### src/core/fwec_pkg.sv
package fwec_pkg;
   // ==========================================
   // Register offsets
   localparam logic [7:0] ADDR_PROGRAM_TIMING = 8'hab;
   localparam logic [7:0] ADDR_WORD_ADDRESS_LOW = 8'hac;
   localparam logic [7:0] ADDR_WORD_ADDRESS_HIGH = 8'had;
   localparam logic [7:0] ADDR_PROGRAM_CONTROL = 8'hae;
   localparam logic [7:0] ADDR_PROGRAM_DATA = 8'haf;
   localparam logic [7:0] ADDR_IRQ_STATUS = 8'hb0;
   localparam logic [7:0] ADDR_IRQ_MASK = 8'hb1;

   // ==========================================
   // Reset values and field positions
   localparam logic [5:0] RST_TIMING = 6'h2a;
   localparam logic [7:0] RST_BYTE = 8'h00;
   localparam logic [7:0] ERASED_BYTE = 8'hff;
   localparam int CTL_BUSY = 7;
   localparam int CTL_PENDING = 6;
   localparam int CTL_SPARE5 = 5;
   localparam int CTL_CONT_READ = 4;
   localparam int CTL_SPARE3 = 3;
   localparam int CTL_SPARE2 = 2;
   localparam int CTL_WRITE = 1;
   localparam int CTL_ERASE = 0;
   localparam int IRQ_WRITE_DONE = 0;
   localparam int IRQ_ERASE_DONE = 1;
   localparam int IRQ_BITS = 2;

   // ==========================================
   // Timing
   localparam int CLK_MHZ = 100;
   localparam int ERASE_TIME_MS = 20;
   localparam int ERASE_CYCLES = ERASE_TIME_MS * 1000 * CLK_MHZ;
   // Word program clock cycles per step of the timing field (length is timing * 4 + 1 cycles)
   localparam int WRITE_UNITS = 4;
   localparam int PAGE_BYTES = 2048;

   typedef enum logic [1:0] {FWEC_IDLE, FWEC_ERASE, FWEC_WRITE} fwec_state_t;
endpackage : fwec_pkg

### src/core/fwec_if.sv
`timescale 1ns/100ps
// Link between sequencer and its timing generator
interface fwec_tgen_if;
   logic start;
   logic is_erase;
   logic [5:0] timing;
   logic [31:0] erase_cycles;
   logic done;
   modport seq (output start, output is_erase, output timing, output erase_cycles, input done);
   modport gen (input start, input is_erase, input timing, input erase_cycles, output done);
endinterface : fwec_tgen_if

### src/core/fwec_timing_gen.sv
`timescale 1ns/100ps
module fwec_timing_gen
(
   // Clock and reset
   input wire logic i_clk,
   input wire logic i_rst,
   input wire logic i_ce,
   // Sequencer side
   fwec_tgen_if.gen tg
);
   typedef struct packed
   {
      logic run;
      logic done;
      logic [31:0] count;
   } fwec_tg_t;

   fwec_tg_t r;
   fwec_tg_t next_r;

   // ==========================================
   // Count down; write length scales with the timing field
   always_comb
   begin
      next_r = r;
      next_r.done = 1'b0;
      if (tg.start)
      begin
         next_r.run = 1'b1;
         if (tg.is_erase)
            next_r.count = tg.erase_cycles;
         else
            next_r.count = 32'(tg.timing) * 32'(fwec_pkg::WRITE_UNITS) + 32'h0000_0001;
      end
      else if (r.run)
      begin
         if (r.count <= 32'h0000_0001)
         begin
            next_r.run = 1'b0;
            next_r.done = 1'b1;
         end
         else
            next_r.count = r.count - 32'h0000_0001;
      end
   end

   always_ff @(posedge i_clk or posedge i_rst)
   begin
      if (i_rst)
         r <= '0;
      else if (i_ce)
         r <= next_r;
   end

   assign tg.done = r.done;
endmodule : fwec_timing_gen

### src/core/fwec_top.sv
// The plain strobed port was decided locally.
`timescale 1ns/100ps
module fwec_top
#(
   parameter int ERASE_CYCLES = fwec_pkg::ERASE_CYCLES
)
(
   // Clock, reset, enable
   input wire logic i_clk,
   input wire logic i_rst,
   input wire logic i_ce,
   // Register port
   input wire logic [7:0] i_addr,
   input wire logic [7:0] i_wdata,
   input wire logic i_wr,
   input wire logic i_rd,
   output logic [7:0] o_rdata,
   // Flash array side
   output logic o_array_prog,
   output logic o_array_erase,
   output logic [14:0] o_array_addr,
   output logic [7:0] o_array_wdata,
   output logic o_array_read_en,
   input wire logic i_array_read_req,
   // Events
   output logic o_dma_trigger,
   output logic o_irq
);
   typedef struct packed
   {
      fwec_pkg::fwec_state_t state;
      logic [5:0] timing;
      logic [7:0] addr_low;
      logic [6:0] addr_high;
      logic bit7_high;
      logic [7:0] data;
      logic cont_read;
      logic [2:0] spare;
      logic write_after;
      logic sw_pending;
      logic [7:0] rdata;
      logic prog;
      logic erase;
      logic read_en;
      logic dma;
      logic tg_start;
      logic tg_erase;
      logic [fwec_pkg::IRQ_BITS-1:0] irq_status;
      logic [fwec_pkg::IRQ_BITS-1:0] irq_mask;
      logic irq;
   } fwec_regs_t;

   fwec_regs_t r;
   fwec_regs_t next_r;
   fwec_tgen_if tg ();
   // Decoded strobes and the next interrupt status
   logic busy;
   logic ctl_wr;
   logic sts_wr;
   logic cmd_erase;
   logic cmd_write;
   logic [fwec_pkg::IRQ_BITS-1:0] ev;
   logic [fwec_pkg::IRQ_BITS-1:0] next_status;

   // ==========================================
   // Timing generator
   fwec_timing_gen u_tgen
   (
      .i_clk(i_clk),
      .i_rst(i_rst),
      .i_ce(i_ce),
      .tg(tg)
   );

   // Generator takes a write's length from the timing field at start, an erase's from ERASE_CYCLES
   assign tg.start = r.tg_start;
   assign tg.is_erase = r.tg_erase;
   assign tg.timing = r.timing;
   assign tg.erase_cycles = 32'(ERASE_CYCLES);
   assign busy = (r.state != fwec_pkg::FWEC_IDLE);

   // ==========================================
   // Command and interrupt decode
   // Commands start only from idle; a busy sequencer drops them
   assign ctl_wr = i_wr && (i_addr == fwec_pkg::ADDR_PROGRAM_CONTROL);
   assign sts_wr = i_wr && (i_addr == fwec_pkg::ADDR_IRQ_STATUS);
   assign cmd_erase = ctl_wr && !busy && i_wdata[fwec_pkg::CTL_ERASE];
   assign cmd_write = ctl_wr && !busy && i_wdata[fwec_pkg::CTL_WRITE];

   // Completion events last one cycle, as the generator's done pulse
   always_comb
   begin
      ev = '0;
      ev[fwec_pkg::IRQ_WRITE_DONE] = (r.state == fwec_pkg::FWEC_WRITE) && tg.done;
      ev[fwec_pkg::IRQ_ERASE_DONE] = (r.state == fwec_pkg::FWEC_ERASE) && tg.done;
   end

   // Sticky status per bit; an event beats a write-one clear
   for (genvar i = 0; i < fwec_pkg::IRQ_BITS; i++)
   begin : g_status
      assign next_status[i] = ev[i] | (r.irq_status[i] & !(sts_wr && i_wdata[i]));
   end

   // ==========================================
   // Register file and sequencer
   always_comb
   begin
      next_r = r;
      next_r.tg_start = 1'b0;
      next_r.dma = 1'b0;
      // Read data valid only in the cycle after the strobe, zero otherwise
      next_r.rdata = fwec_pkg::RST_BYTE;
      if (i_rd)
      begin
         case (i_addr)
            fwec_pkg::ADDR_PROGRAM_TIMING:
            begin
               // Unused top bits read as zero
               next_r.rdata = {2'b00, r.timing};
            end
            fwec_pkg::ADDR_WORD_ADDRESS_LOW:
            begin
               next_r.rdata = r.addr_low;
            end
            fwec_pkg::ADDR_WORD_ADDRESS_HIGH:
            begin
               // Unused bit 7 is kept as plain storage
               next_r.rdata = {r.bit7_high, r.addr_high};
            end
            fwec_pkg::ADDR_PROGRAM_CONTROL:
            begin
               // Command bits read as zero
               next_r.rdata = {busy, r.sw_pending, r.spare[2], r.cont_read,
                               r.spare[1:0], 2'b00};
            end
            fwec_pkg::ADDR_PROGRAM_DATA:
            begin
               next_r.rdata = r.data;
            end
            fwec_pkg::ADDR_IRQ_STATUS:
            begin
               next_r.rdata = 8'(r.irq_status);
            end
            fwec_pkg::ADDR_IRQ_MASK:
            begin
               next_r.rdata = 8'(r.irq_mask);
            end
            default:
            begin
               // Unmapped addresses read as zero
               next_r.rdata = fwec_pkg::RST_BYTE;
            end
         endcase
      end
      if (i_wr)
      begin
         case (i_addr)
            fwec_pkg::ADDR_PROGRAM_TIMING:
            begin
               next_r.timing = i_wdata[5:0];
            end
            fwec_pkg::ADDR_WORD_ADDRESS_LOW:
            begin
               next_r.addr_low = i_wdata;
            end
            fwec_pkg::ADDR_WORD_ADDRESS_HIGH:
            begin
               next_r.addr_high = i_wdata[6:0];
               next_r.bit7_high = i_wdata[7];
            end
            fwec_pkg::ADDR_PROGRAM_DATA:
            begin
               // Overwrite while pending is the software's fault
               next_r.data = i_wdata;
            end
            fwec_pkg::ADDR_PROGRAM_CONTROL:
            begin
               // Mode and spare bits are stored even while busy
               next_r.cont_read = i_wdata[fwec_pkg::CTL_CONT_READ];
               next_r.spare = {i_wdata[fwec_pkg::CTL_SPARE5], i_wdata[fwec_pkg::CTL_SPARE3],
                               i_wdata[fwec_pkg::CTL_SPARE2]};
            end
            fwec_pkg::ADDR_IRQ_MASK:
            begin
               next_r.irq_mask = i_wdata[fwec_pkg::IRQ_BITS-1:0];
            end
            default:
            begin
               // Status clears are decoded per bit above; others are ignored
            end
         endcase
      end
      // Erase wins the start when both command bits are set
      if (cmd_erase)
      begin
         next_r.state = fwec_pkg::FWEC_ERASE;
         next_r.write_after = i_wdata[fwec_pkg::CTL_WRITE];
         next_r.sw_pending = i_wdata[fwec_pkg::CTL_WRITE];
         next_r.tg_start = 1'b1;
         next_r.tg_erase = 1'b1;
         next_r.erase = 1'b1;
      end
      else if (cmd_write)
      begin
         next_r.state = fwec_pkg::FWEC_WRITE;
         next_r.sw_pending = 1'b1;
         next_r.tg_start = 1'b1;
         next_r.tg_erase = 1'b0;
         next_r.prog = 1'b1;
      end
      // Sequencer advances on the generator's done pulse
      case (r.state)
         fwec_pkg::FWEC_IDLE:
         begin
            // Waits for a command
         end
         fwec_pkg::FWEC_ERASE:
         begin
            if (tg.done)
            begin
               // Page now reads all ones in the array
               next_r.erase = 1'b0;
               if (r.write_after)
               begin
                  // Word write follows the erase without software help
                  next_r.state = fwec_pkg::FWEC_WRITE;
                  next_r.tg_start = 1'b1;
                  next_r.tg_erase = 1'b0;
                  next_r.prog = 1'b1;
               end
               else
               begin
                  next_r.state = fwec_pkg::FWEC_IDLE;
               end
            end
         end
         fwec_pkg::FWEC_WRITE:
         begin
            if (tg.done)
            begin
               // Word committed: free the data register and tell the DMA
               next_r.state = fwec_pkg::FWEC_IDLE;
               next_r.prog = 1'b0;
               next_r.sw_pending = 1'b0;
               next_r.write_after = 1'b0;
               next_r.dma = 1'b1;
            end
         end
         default:
         begin
            next_r.state = fwec_pkg::FWEC_IDLE;
         end
      endcase
      // Status bits, and the interrupt level from the new values
      next_r.irq_status = next_status;
      next_r.irq = |(next_r.irq_status & next_r.irq_mask);
      // Power-saving mode asserts read enable only on demand
      // Never while the array programs or erases
      next_r.read_en = !next_r.erase && !next_r.prog &&
                       (next_r.cont_read || i_array_read_req);
   end

   // State freezes while the clock enable is low
   always_ff @(posedge i_clk or posedge i_rst)
   begin
      if (i_rst)
      begin
         r <= '0;
         r.timing <= fwec_pkg::RST_TIMING;
         r.state <= fwec_pkg::FWEC_IDLE;
      end
      else if (i_ce)
         r <= next_r;
   end

   // ==========================================
   // Outputs
   // Read port
   assign o_rdata = r.rdata;
   // Array controls, all registered
   assign o_array_prog = r.prog;
   assign o_array_erase = r.erase;
   assign o_array_addr = {r.addr_high, r.addr_low};
   assign o_array_wdata = r.data;
   assign o_array_read_en = r.read_en;
   // Events
   assign o_dma_trigger = r.dma;
   assign o_irq = r.irq;
endmodule : fwec_top

### config.mk
export PLATFORM = sky130hd
export DESIGN_NAME = fwec_top
export DESIGN_NICKNAME = d
export VERILOG_FILES = /design/src/core/fwec_pkg.sv /design/src/core/fwec_if.sv /design/src/core/fwec_timing_gen.sv /design/src/core/fwec_top.sv
export SDC_FILE = /design/constraint.sdc
export NUM_CORES = 1
export LEC_CHECK = 0
export ABC_AREA = 1
export BUFFER_PORTS_ARGS = -buffer_cell sky130_fd_sc_hd__buf_2
export CAP_MARGIN = 20
export CORE_MARGIN = 1
export CORE_UTILIZATION = 45
export CTS_CLUSTER_SIZE = 25
export DETAILED_ROUTE_END_ITERATION = 10
export PLACE_DENSITY = 0.66
export SYNTH_ARGS = -nofsm -noshare
export SYNTH_HDL_FRONTEND = slang
export SYNTH_SLANG_ARGS = --single-unit
### constraint.sdc
create_clock -name i_clk -period 2.94 [get_ports i_clk]
set_clock_uncertainty 0.2 [all_clocks]
set_input_delay 0.588 -clock i_clk [delete_from_list [all_inputs] [get_ports i_clk]]
set_output_delay 0.588 -clock i_clk [all_outputs]
set_load 0.02 [all_outputs]
Word level (Yosys, flattened, before mapping)
Cells that the tools add are included.
- flip-flop bits (word level): 91
- input port bits: 22
- output and inout port bits: 36
- logic and storage cells: 107
- add/sub/neg operators: 2
- magnitude comparators: 1
- equal/unequal tests: 10
- mux-type cells: 39
- bitwise operators: 5
- reduce and logical (&&, ||, !) cells: 27
- operators with widths (operator ; number):
    32-bit two-way mux ; 3
    8-bit equality test, second input constant ; 7
    8-bit one-hot mux with 7 select lines ; 1
    34-bit two-way mux ; 1
    32-bit by 1-bit <= comparator with 1-bit output, second input constant ; 1
    2-bit two-way mux ; 16
    32-bit by 1-bit subtractor with 32-bit output, second input constant ; 1
    3-bit AND reduction ; 6
    1-bit two-way mux ; 13
    1-bit logical AND ; 11
    8-bit by 1-bit adder with 9-bit output, second input constant ; 1
    4-bit two-way mux ; 2
    8-bit two-way mux ; 1
    2-bit one-hot mux with 3 select lines ; 1
    1-bit logical NOT ; 5
    2-bit nonzero test ; 2
    1-bit bitwise AND ; 2
    2-bit bitwise AND ; 1
    2-bit by 1-bit equality test with 1-bit output, second input constant ; 1
    2-bit equality test, second input constant ; 1
    2-bit logical NOT ; 1
    2-bit inequality test, second input constant ; 1
    1-bit bitwise OR ; 2
    1-bit one-hot mux with 2 select lines ; 1
    other kinds (2) ; 2

Depth between registers and ports, before layout
Gate-level depths: netlist (run 1).
- depth in word-level cells: 12
- gate-level depth with buffers: 13
- mapped depth without buffers: 12

By module
Synthesis (run 1) repeated with hierarchy kept, for this count alone.
- cell total of the unflattened synthesis: 884
- area total of the unflattened synthesis: 5855.6 µm²
- modules (own cells, without submodules) (module ; instances ; cells an instance ; area an instance (µm²) ; seq. area each (µm²)):
    fwec_top ; 1 ; 405 ; 3108.0 ; 1430.1
    fwec_timing_gen ; 1 ; 479 ; 2747.6 ; 850.8

Least setup slack after synthesis (run 1)
Ideal clock, no wire load.
- kind: register to register
- start point: reg u_tgen.r[0] in the netlist's numbering
- end point: reg u_tgen.r[27] in the netlist's numbering
- library setup time: 119 ps
- arrival time: 1655 ps
- required time: 2621 ps
- path slack: 966 ps
- cell stages (with the launch flop): 14
- path buffers: 2
- period minus slack after synthesis: 1974 ps
- cells stage by stage: dfrtp_1 -> inv_1 -> ha_1 -> nand2_2 -> nor2_4 -> nand2_1 -> nand2_1 -> nand2_1 -> nand2_1 -> nand2_2 -> buf_6 -> buf_6 -> nand3_1 -> nand2_1
- longest elaborated chain between the ends: 4
- elaborated cells on any way between the ends: 7
- classes of those cells: add/sub: 1; order compare: 1; eq/ne: 1; mux: 3; reduce/logical: 1
- ends and longest elaborated chain (what ; line ; source):
    from (decl) ; fwec_timing_gen.sv:18 ; fwec_tg_t r;
    from (signal assigned) ; fwec_timing_gen.sv:52 ; r <= next_r;
    32-bit by 1-bit subtractor with 32-bit output ; fwec_timing_gen.sv:43 ; next_r.count = r.count - 32'h0000_0001;
    32-bit two-way mux ; fwec_timing_gen.sv:37 ; if (r.count <= 32'h0000_0001)
    34-bit two-way mux ; fwec_timing_gen.sv:35 ; else if (r.run)
    32-bit two-way mux ; fwec_timing_gen.sv:27 ; if (tg.start)
Parallel ways exist; a longest one is shown, timed or not. The select of a mux whose other input is x is not followed.
A chain may end at the register's enable or synchronous reset.

Worst setup path in the final report (run 1)
- start point: reg u_tgen.r[0] in the netlist's numbering
- end point: reg u_tgen.r[29] in the netlist's numbering
The elaborated chain is that of the path after synthesis.

==> results of run 1 <==
power groups by stage:
stage / clock (mW) / sequential, mW / combinational [mW]
after floorplan: 0 / 1.65 / 1.68
after global placement: 0 / 1.69 / 2.07
after detailed placement: 0 / 1.69 / 2.09
after CTS: 1.16 / 1.68 / 2.10
after global routing: 1.20 / 1.71 / 2.44
final: 1.13 / 1.68 / 2.09
state kept, by name, indices dropped and copies added, names as in the netlist, 6 cells and up:
register       flops
r                 13
o_array_wdata      8
u_tgen.r          33
o_array_addr      15
o_rdata            8
tg.timing          6
area by class of cell:
cell class	instances	area [µm²]
fillers	1198	5990
multi-input cells	562	2570
well taps	147	184
inverters	87	330
clock inverters	7	57.6
repair buffers	61	328
flip-flops and latches	91	2280
clock buffers	9	225
synthesized netlist by cell type:
library cell / n / share of area (%)
dfrtp_1: 88 / 40
clkinv_1: 1 / 0.068
a22oi_1: 1 / 0.14
a21oi_1: 12 / 1.1
inv_1: 82 / 5.6
or2_2: 1 / 0.11
o22ai_1: 6 / 0.68
xnor2_1: 1 / 0.16
nor2_2: 6 / 0.68
xor2_1: 11 / 1.8
nand2_1: 253 / 17
nor3b_1: 1 / 0.14
o21ai_0: 68 / 6.2
dfstp_2: 3 / 1.4
nor2_4: 5 / 1.0
o21bai_1: 4 / 0.55
a31oi_2: 1 / 0.23
o32ai_1: 1 / 0.16
buf_2: 1 / 0.091
nand4_1: 13 / 1.5
o21a_1: 1 / 0.14
o21ai_1: 15 / 1.4
o211ai_1: 2 / 0.27
nor2_1: 97 / 6.6
buf_6: 3 / 0.61
inv_2: 4 / 0.27
ha_1: 6 / 1.4
nand2_2: 3 / 0.34
nor3_1: 2 / 0.18
nand3_1: 52 / 4.7
clkbuf_1: 11 / 0.75
buf_4: 33 / 4.5
layer usage:
layer  share of wire (%)  vias to the layer above  track usage (%)
met5                   0                        -                0
met4                 2.7                        0             10.5
met3                 4.4                       25             3.62
met2                  48                      129             38.2
met1                  45                     2341             28.6
li1                    -                     2516                -
layout by cell type (no fill, tap or decap), types with 2 or more instances in the layout:
cell	n
nor2_2	6
nor3_1	2
nand2_1	253
inv_2	4
clkinv_2	2
o22ai_1	6
a21oi_1	12
clkbuf_16	9
nor2_1	97
buf_2	57
dfrtp_1	88
o21bai_1	4
clkinvlp_4	2
o211ai_1	2
inv_8	2
nand3_1	52
nand4_1	13
inv_1	81
ha_1	6
nor2_4	5
o21ai_0	68
nand2_2	3
inv_6	2
buf_4	3
o21ai_1	15
dfstp_2	3
xor2_1	11
worst paths after layout:
path	start	end	slack, ns	depth (start not counted)
max	u_tgen.r[0]	u_tgen.r[29]	0.69	11
min in group i_clk	i_wdata[2]	tg.timing[2]	0.27	3
max reg2reg	u_tgen.r[0]	u_tgen.r[29]	0.69	11
min reg2reg	o_dma_trigger	o_dma_trigger	0.27	2
min	i_rst	o_rdata[6]	0.09	2
max in group asynchronous	i_rst	tg.timing[3]	1.68	3
logic make-up after synthesis:
logic type                 Yosys count
AOI/OAI and AO/OA                  111
xor gates and xnor gates            12
adders and majority gates            6
buffers and inverters              135
DFF                                 91
and+or+nand+nor                    433
==> results.md, run 1 <==
### Worst setup path
• Worst Setup Path Type: flip-flop to flip-flop
• critical path's slowest cell: dfrtp_1
• cell breakdown of the critical path: inv_1 > ha_1 > nand2_2 > nor2_4 > nand2_1 > nand2_1 > nand2_1 > nand2_1 > nand2_2 > inv_2 > o21ai_0
• biggest fanout along the worst timing path: 25
• startpoint kind of the worst setup timing path: flip-flop
• cell type group with the largest total delay on the critical path: simple AND/OR/NAND/NOR gates
• WP buf/inv: 2
• Required @ worst endpoint: 2.96 ns
• Worst path most repeated cell: nand2_1
• CP peak stage delay: 0.40 ns
• worst endpoint data arrival time: 2.26 ns
• endpoint kind of the worst setup timing path: flip-flop

### STA
• number of max-slew violations in the final report: 0
• Peak Freq: 0.445 GHz
• Post-Route Setup TNS: 0 ns
• min cycle time layout: 2.25 ns
• unrepaired setup endpoints after global routing: no
• number of failing setup endpoints in the final timing report: 0
• post-route clock period utilization: 76.4%
• slew margin rel.: 54.8%
• Hold Violations, Final: 0
• hold slack: 0.0911 ns
• measured slew at the worst slew-check pin: 0.677 ns
• worst setup margin: 0.694 ns

### Drt
• count of unresolved DRC violations after routing: 0
• wire per inst: 14.2 µm
• Total Wirelength: 13600 µm
• iteration count of the initial detailed-routing pass: 5
• number of DRC violations after detailed-routing iteration 0: 319
• number of vias in the routed layout: 5011
• remaining antenna violation count: 0
• via/cell ratio: 5.20

### Power
• cell internal pwr: 2.72 mW
• leakage dissipation: 3.24 nW
• relative contribution of sequential cells to total power: 34.3%
• Pwr per Cell Area: 821 nW/µm²
• total net switching power: 2.18 mW
• maximum ir drop on the vdd rail: 0.441 mV
• Clock Power Share: 23.0%
• overall power consumption: 4.90 mW
• Gate power share: 42.7%
• switching portion of total power: 44.5%

### Placed design
• detailed placement HPWL: 10000 µm
• GPL Wtd Cong: 0.885
• count of placed standard cells including taps: 948
• cell area reported after detailed placement: 5690 µm²
• port buffer count: 57
• worst setup slack after placement: 0.529 ns

### Global routing
• maximum number of pins on one net before global-route repair: 68
• leftover overflow at the end of global routing: 0
• initial antenna violation count: 0
• total routing resource utilization after global routing: 22.7%
• number of global-route vias before repair: 4624
• wire length of the first global-routing pass: 22700 µm

### CTS
• count of instances resized after the clock tree is built: 0
• maximum clock path buffer count: 2
• number of buffers added for setup after CTS: 0
• TritonCTS clock tree: built
• H-tree Lvls: 3
• clock input transition at the sequential cells of the worst setup and hold paths: 0.07 ns
• clock latency reported for the late side of the worst-skew pair: 0.36 ns
• total clock buffers created by CTS: 9
• hold buffer count at cts: 0
• CTS root buffer: clkbuf_16
• number of sinks handled by clock tree synthesis: 91

### Finish
• Syn-to-layout area delta: 8.55%
• final std cell area, no fill: 5970 µm²
• number of antenna cells inserted: 0
• final cell utilization of the core: 49.9%
• share of layout cells above drive strength 1: 12.4%
• Final Instance Count excl. Fillers: 964
• net count of the finished layout: 840

### Yosys
• sequential cell area fraction in the yosys report: 41.5%
• synthesized flop and latch total: 91
• syn nets: 816
• post-synthesis share of cell area spent on and, or, nand and nor gates: 32.6%
• area of the mapped netlist: 5500 µm²
• number of distinct library cell variants in the gate-level netlist after synthesis: 32
• Yosys warnings: 0
• adder-cell share of the synthesized area: 1.36%
• number of cells produced by synthesis: 788
• complex-gate fraction of the synthesized area: 10.8%
• main combinational cell family by area after synthesis: simple AND/OR/NAND/NOR gates
• post-synthesis mux area share: 0%
• XOR/XNOR share of the synthesized area: 1.91%
• Avg Synthesized Cell Area: 6.98 µm²

### Job
• max-cap viol count: 0

### Die
• floorplan die area: 12700 µm²
• width of the die: 113 µm
• Row Count: 40
• count of pins on the block boundary: 58
• area of the core region: 12000 µm²
• effective utilization at floorplan: 46.0%
• vertical extent of the die: 113 µm

### Status
• outcome: completed

### Min path
• worst min-delay path category: input pin to async pin

(Power assumes the default switching activity.)
==> run 2, diff against run 1 <==
- ABC_AREA: 1 -> 0
- PLACE_DENSITY: 0.66 -> unset
- clock period: 2.94 -> 2.2 ns (I/O delays scaled with it)
==> run 2 against run 1 <==
Net effect:
- maximum frequency up 2.1%
- combinational power up 110%
- critical path depth down 5
==> results.md, run 2 <==
### Status
• outcome: completed

### Drt
• Total Wirelength: 13100 µm, -3.7%
• number of DRC violations after detailed-routing iteration 0: 221, -31%
• via/cell ratio: 5.87, +13%
• count of unresolved DRC violations after routing: 0, unchanged
• wire per inst: 17.9 µm, +26%
• remaining antenna violation count: 0, unchanged
• number of vias in the routed layout: 4312, -14%
• iteration count of the initial detailed-routing pass: 6, +1

### Worst setup path
• cell type group with the largest total delay on the critical path: simple AND/OR/NAND/NOR gates
• biggest fanout along the worst timing path: 7, -72%
• cell breakdown of the critical path: nor4_4 > buf_6 > nand3_4 > or4_4 > or4_1 > nand2_1
• startpoint kind of the worst setup timing path: flip-flop
• CP peak stage delay: 0.48 ns, +0.08 ns
• worst endpoint data arrival time: 2.29 ns, +0.03 ns
• WP buf/inv: 1, -1
• critical path's slowest cell: or4_4
• endpoint kind of the worst setup timing path: flip-flop
• Worst Setup Path Type: flip-flop to flip-flop
• Required @ worst endpoint: 2.29 ns, -0.67 ns

### Die
• vertical extent of the die: 109 µm, -3.3%
• effective utilization at floorplan: 46.8%, +0.78 points
• floorplan die area: 11800 µm², -6.5%
• count of pins on the block boundary: 58, unchanged
• area of the core region: 11000 µm², -8.2%
• width of the die: 109 µm, -3.3%
• Row Count: 38, -5.0%

### Yosys
• Avg Synthesized Cell Area: 10.3 µm², +47%
• top cells by area, synth: dfrtp_1, mux2_2, buf_4
• commonest cells in the netlist: dfrtp_1, mux2_2, buf_4
• Synth top area share: 42.9%, +2.8 points
• area of the mapped netlist: 5140 µm², -6.6%
• number of distinct library cell variants in the gate-level netlist after synthesis: 63, +97%
• number of cells produced by synthesis: 501, -36%
• number of enable flip-flop cells after synthesis: 0, unchanged
• synthesized flop and latch total: 91, unchanged
• most numerous cell in the Yosys netlist: dfrtp_1
• post-synth top area cell: dfrtp_1
• sequential cell area fraction in the yosys report: 44.4%, +2.9 points
• Yosys warnings: 0, unchanged
• share of synthesized registers carrying an async set or reset: 100%, unchanged
• syn nets: 529, -35%
• most frequently used flop master after synthesis: dfrtp_1

### Placed design
• count of placed standard cells including taps: 710, -25%
• port buffer count: 57, unchanged
• cell area reported after detailed placement: 5850 µm², +2.9%
• GPL Wtd Cong: 0.862, -2.6%
• detailed placement HPWL: 9340 µm, -6.8%

### Power
• leakage dissipation: 3.11 nW, -4.2%
• Pwr per Cell Area: 1310 nW/µm², +59%
• maximum ir drop on the vdd rail: 1.05 mV, +140%

### STA
• number of failing setup endpoints in the final timing report: 0, unchanged
• number of max-slew violations in the final report: 0, unchanged
• min cycle time layout: 2.20 ns, -0.0465 ns
• post-route clock period utilization: 100%, +24 points
• Post-Route Setup TNS: 0 ns, unchanged
• Peak Freq: 0.455 GHz, +2.1%
• measured slew at the worst slew-check pin: 0.765 ns, +0.0884 ns
• slew margin rel.: 49.0%, -5.8 points
• Hold Violations, Final: 0, unchanged
• unrepaired setup endpoints after global routing: yes

### Global routing
• wire length of the first global-routing pass: 21400 µm, -5.7%
• maximum number of pins on one net before global-route repair: 56, -18%
• leftover overflow at the end of global routing: 0, unchanged
• gr busiest metal: met2
• grt met2 use: 39.8%, +1.6 points
• number of global-route vias before repair: 4332, -6.3%
• initial antenna violation count: 0, unchanged
• routing usage on met1: 29.8%, +1.2 points
• total routing resource utilization after global routing: 23.4%, +0.74 points
• met3 track utilization from global routing: 3.65%, +0.028 points

### Finish
• final cell utilization of the core: 59.5%, +9.6 points
• most used cells in the layout excluding fill and tap cells: dfrtp_1, buf_4, buf_2
• fillcell total: 956, -20%
• share of layout cells above drive strength 1: 41.0%, +29 points
• leading cell type in the layout, fill and taps excluded: dfrtp_1
• Syn-to-layout area delta: 27.2%
• number of antenna cells inserted: 0, unchanged
• final std cell area, no fill: 6540 µm², +9.4%
• net count of the finished layout: 618, -26%
• flip-flop count of the largest register, all copies and words added: 33, unchanged
• Final Instance Count excl. Fillers: 735, -24%
• largest reg by FF count: u_tgen.r

### CTS
• maximum clock path buffer count: 2, unchanged
• number of sinks handled by clock tree synthesis: 91, unchanged
• CTS root buffer: clkbuf_16
• H-tree Lvls: 3, unchanged
• total clock buffers created by CTS: 9, unchanged
• TritonCTS clock tree: built
• clock latency reported for the late side of the worst-skew pair: 0.35 ns, about the same
• clock input transition at the sequential cells of the worst setup and hold paths: 0.07 ns, about the same

### Job
• max-cap viol count: 0, unchanged

### Min path
• worst min-delay path category: input pin to flip-flop

-- run 2: changes by cell type after synthesis, moves of 14 or more --
cell     change
nand2_1    -227
nor2_1      -68
inv_1       -60
o21ai_0     -56
nand3_1     -43
mux2_2      +42
or4_1       +14
-- run 2: report_power, final --
group / switching, mW / internal [mW]
registers: 0.352 / 1.97
logic: 2.30 / 2.11
clock network: 0.688 / 1.12
-- run 2: metrics by stage --
stage / power (mW) / setup slack (ns) / hold WS (ns)
final: 8.54 / 0.000366 / 0.147
after detailed placement: 5.68 / -0.0845 / 0.264
after global routing: 9.01 / -0.0706 / 0.149
after global placement: 5.60 / -0.0211 / 0.263
after CTS: 7.67 / -0.0362 / 0.143
after floorplan: 4.22 / 0.0210 / 0.254
-- run 2: cell type report --
| cell class | count | area (µm²) | share of cell area, % |
|---|---|---|---|
| Timing Repair Buffer | 137 | 970 | 14.8 |
| Tap cell | 140 | 175 | 2.68 |
| Sequential cell | 91 | 2280 | 34.9 |
| Clock inverter | 7 | 121 | 1.86 |
| Clock buffer | 9 | 225 | 3.45 |
| Multi-Input combinational cell | 329 | 2680 | 40.9 |
| Inverter | 22 | 86.3 | 1.32 |
-- run 2: worst reg2reg max path, delay by kind of cell (launching register included) --
family	cells	cell delay [ns]
AND/OR/NAND/NOR	5	1.34
flip-flops	1	0.44
buffers and inverters	1	0.17
-- run 2: layer usage --
| metal | share of wire [%] | routed length [µm] |
|---|---|---|
| met5 | 0 | 0 |
| met4 | 1.6 | 206 |
| met3 | 3.8 | 494 |
| met2 | 50 | 6590 |
| met1 | 45 | 5850 |
-- run 2: worst paths after layout --
path	from	endpoint	slack, ns	cells after the start
min in group asynchronous	i_rst	u_tgen.r[6]	0.51	4
worst min register to register	o_rdata[0]	o_rdata[0]	0.28	1
max in group asynchronous	i_rst	tg.timing[3]	0.85	4
worst min-delay path	i_wdata[6]	o_array_wdata[6]	0.15	2
worst max register to register	u_tgen.r[2]	u_tgen.r[24]	0.0004	6
worst max-delay path	u_tgen.r[2]	u_tgen.r[24]	0.0004	6
-- run 2: repair_timing --
item	CTS	global route
hold endpoints to repair	46	0
endpoints found under the setup margin	21	33
setup buffers	2	6
pin swaps	2	15
gates cloned	0	0
resized for setup	3	49
hold buffers	1	0
-- run 2: cells by family after synthesis --
group,share of synthesized area (%)
and+or+nand+nor,17.4
AOI/OAI and AO/OA,17.6
DFF,44.4
buffers and inverters,8.40
muxes,10.7
adders and majority gates,1.46
==> run 3, diff against run 2 <==
- RECOVER_POWER: unset -> 50
==> run 3 against run 2 <==
Net effect:
- the flow now finishes with violations (setup timing)
- critical endpoint unchanged
- routed wire length about the same
- maximum frequency down 0.11%
- sequential power about the same
- utilization down 0.17 points
- clock power about the same
- critical path depth unchanged
- global-route usage unchanged
- setup slack worse by 0.0024 ns
- die area unchanged
- register-to-register slack about the same
- critical path type unchanged
- hold slack worse by 0.00055 ns
==> results.md, run 3 (synthesis gave the netlist of run 2 again) <==
### Status
• outcome: finished with violations
• violated checks: setup timing

### CTS
• clock latency reported for the late side of the worst-skew pair: 0.35 ns, about the same
• number of sinks handled by clock tree synthesis: 91, unchanged
• total clock buffers created by CTS: 9, unchanged
• TritonCTS clock tree: built
• clock input transition at the sequential cells of the worst setup and hold paths: 0.07 ns, about the same
• H-tree Lvls: 3, unchanged
• maximum clock path buffer count: 2, unchanged
• CTS root buffer: clkbuf_16

### Worst setup path
• Worst Setup Path Type: flip-flop to flip-flop
• endpoint kind of the worst setup timing path: flip-flop
• worst endpoint data arrival time: 2.29 ns, about the same
• Required @ worst endpoint: 2.29 ns, about the same
• startpoint kind of the worst setup timing path: flip-flop
• biggest fanout along the worst timing path: 7, unchanged

### Drt
• wire per inst: 17.9 µm, about the same
• number of vias in the routed layout: 4289, -0.53%
• via/cell ratio: 5.84, -0.53%
• count of unresolved DRC violations after routing: 0, unchanged
• number of DRC violations after detailed-routing iteration 0: 235, +6.3%
• iteration count of the initial detailed-routing pass: 5, -1
• remaining antenna violation count: 0, unchanged
• Total Wirelength: 13100 µm, about the same

### Global routing
• total routing resource utilization after global routing: 23.4%, unchanged
• met3 track utilization from global routing: 3.65%, unchanged
• initial antenna violation count: 0, unchanged
• wire length of the first global-routing pass: 21400 µm, unchanged
• routing usage on met1: 29.8%, unchanged
• maximum number of pins on one net before global-route repair: 56, unchanged
• leftover overflow at the end of global routing: 0, unchanged
• gr busiest metal: met2
• grt met2 use: 39.8%, unchanged
• number of global-route vias before repair: 4332, unchanged

### STA
• slew margin rel.: 41.1%, -7.8 points
• Hold Violations, Final: 0, unchanged
• post-route clock period utilization: 100%, +0.11 points
• hold slack: 0.147 ns, -0.000548 ns
• number of failing setup endpoints in the final timing report: 1, +1
• unrepaired setup endpoints after global routing: yes
• Peak Freq: 0.454 GHz, -0.11%
• number of max-slew violations in the final report: 0, unchanged
• min cycle time layout: 2.20 ns, +0.00244 ns
• worst setup margin: -0.00207 ns, -0.00244 ns
• measured slew at the worst slew-check pin: 0.883 ns, +0.118 ns

### Power
• Pwr per Cell Area: 1310 nW/µm², +0.17%
• maximum ir drop on the vdd rail: 1.04 mV, -0.27%
• leakage dissipation: 3.09 nW, -0.55%
• overall power consumption: 8.53 mW, -0.12%

### Placed design
• GPL Wtd Cong: 0.862, unchanged
• worst setup slack after placement: -0.0845 ns, unchanged
• detailed placement HPWL: 9340 µm, unchanged
• port buffer count: 57, unchanged

### Finish
• number of antenna cells inserted: 0, unchanged
• multi-input combinational cell area: 2680 µm², unchanged
• leading cell type in the layout, fill and taps excluded: dfrtp_1
• net count of the finished layout: 618, unchanged
• Seq. cell area: 2280 µm², unchanged
• most used cells in the layout excluding fill and tap cells: dfrtp_1, buf_4, buf_2
• final cell utilization of the core: 59.3%, -0.17 points
• Syn-to-layout area delta: 26.9%
• fillcell total: 955, -0.10%
• flip-flop count of the largest register, all copies and words added: 33, unchanged
• largest reg by FF count: u_tgen.r
• share of layout cells above drive strength 1: 40.5%, -0.50 points

### Die
• vertical extent of the die: 109 µm, unchanged
• width of the die: 109 µm, unchanged
• count of pins on the block boundary: 58, unchanged
• effective utilization at floorplan: 46.8%, unchanged
• floorplan die area: 11800 µm², unchanged
• area of the core region: 11000 µm², unchanged
• Row Count: 38, unchanged

### Job
• max-cap viol count: 0, unchanged

### Min path
• worst min-delay path category: input pin to flip-flop

-- run 3: cell types whose count changed in the layout (fill, tap and decap cells not counted) --
cell	change
buf_12	-1
buf_2	-3
buf_4	-1
clkbuf_1	+3
clkbuf_2	+1
clkbuf_4	+1
-- run 3: final cells by class --
| type | instances | area share (%) |
|---|---|---|
| Tap cell | 140 | 2.69 |
| Timing Repair Buffer | 137 | 14.6 |
| Clock buffer | 9 | 3.46 |
| Sequential cell | 91 | 35.0 |
| Clock inverter | 7 | 1.86 |
| Inverter | 22 | 1.32 |
| Multi-Input combinational cell | 329 | 41.0 |
-- run 3: critical path, cell delays in order (launching register included) --
cell and delay, ns:
dfrtp_2 0.44, nor4_4 0.29, buf_6 0.17, nand3_4 0.08, or4_4 0.48, or4_1 0.41, nand2_1 0.08
-- run 3: path summary, 6_finish.rpt --
path / slack (ns) / to / start / depth (start not counted)
worst max-delay path: -0.002 / u_tgen.r[24] / u_tgen.r[2] / 6
worst max register to register: -0.002 / u_tgen.r[24] / u_tgen.r[2] / 6
max in group asynchronous: 0.52 / o_array_addr[9] / i_rst / 4
worst min register to register: 0.28 / o_dma_trigger / o_dma_trigger / 1
worst min-delay path: 0.15 / o_array_wdata[6] / i_wdata[6] / 2
min in group asynchronous: 0.71 / u_tgen.r[4] / i_rst / 4
-- run 3: repair_timing --
action	in CTS	in global routing
hold buffers	1	0
setup endpoints to repair	21	33
buffers inserted	2	6
gates resized for setup	3	49
hold endpoints to repair	46	0
pin swaps	2	15
cloned	0	0
-- run 3: per-layer routing --
| metal | share of wire, % | vias up | wire [µm] |
|---|---|---|---|
| met1 | 44 | 2134 | 5820 |
| met2 | 50 | 94 | 6630 |
| met3 | 3.7 | 14 | 482 |
| met5 | 0 | - | 0 |
| li1 | - | 2047 | - |
| met4 | 1.6 | 0 | 206 |
-- run 3: power by group --
group / switching, mW / total, mW / internal [mW]
Sequential: 0.351 / 2.32 / 1.97
Clock: 0.685 / 1.80 / 1.12
Combinational: 2.30 / 4.40 / 2.10
-- run 3: stage by stage --
| stage | std cells | TNS [ns] | cell area [µm²] |
|---|---|---|---|
| final | 735 | -0.00207 | 6520 |
| after global routing | 735 | -0.962 | 6520 |
| after CTS | 729 | -0.0930 | 6250 |
| after detailed placement | 710 | -0.671 | 5850 |
| after global placement | 710 | -0.0533 | 5850 |
| after floorplan | 501 | 0 | 5140 |
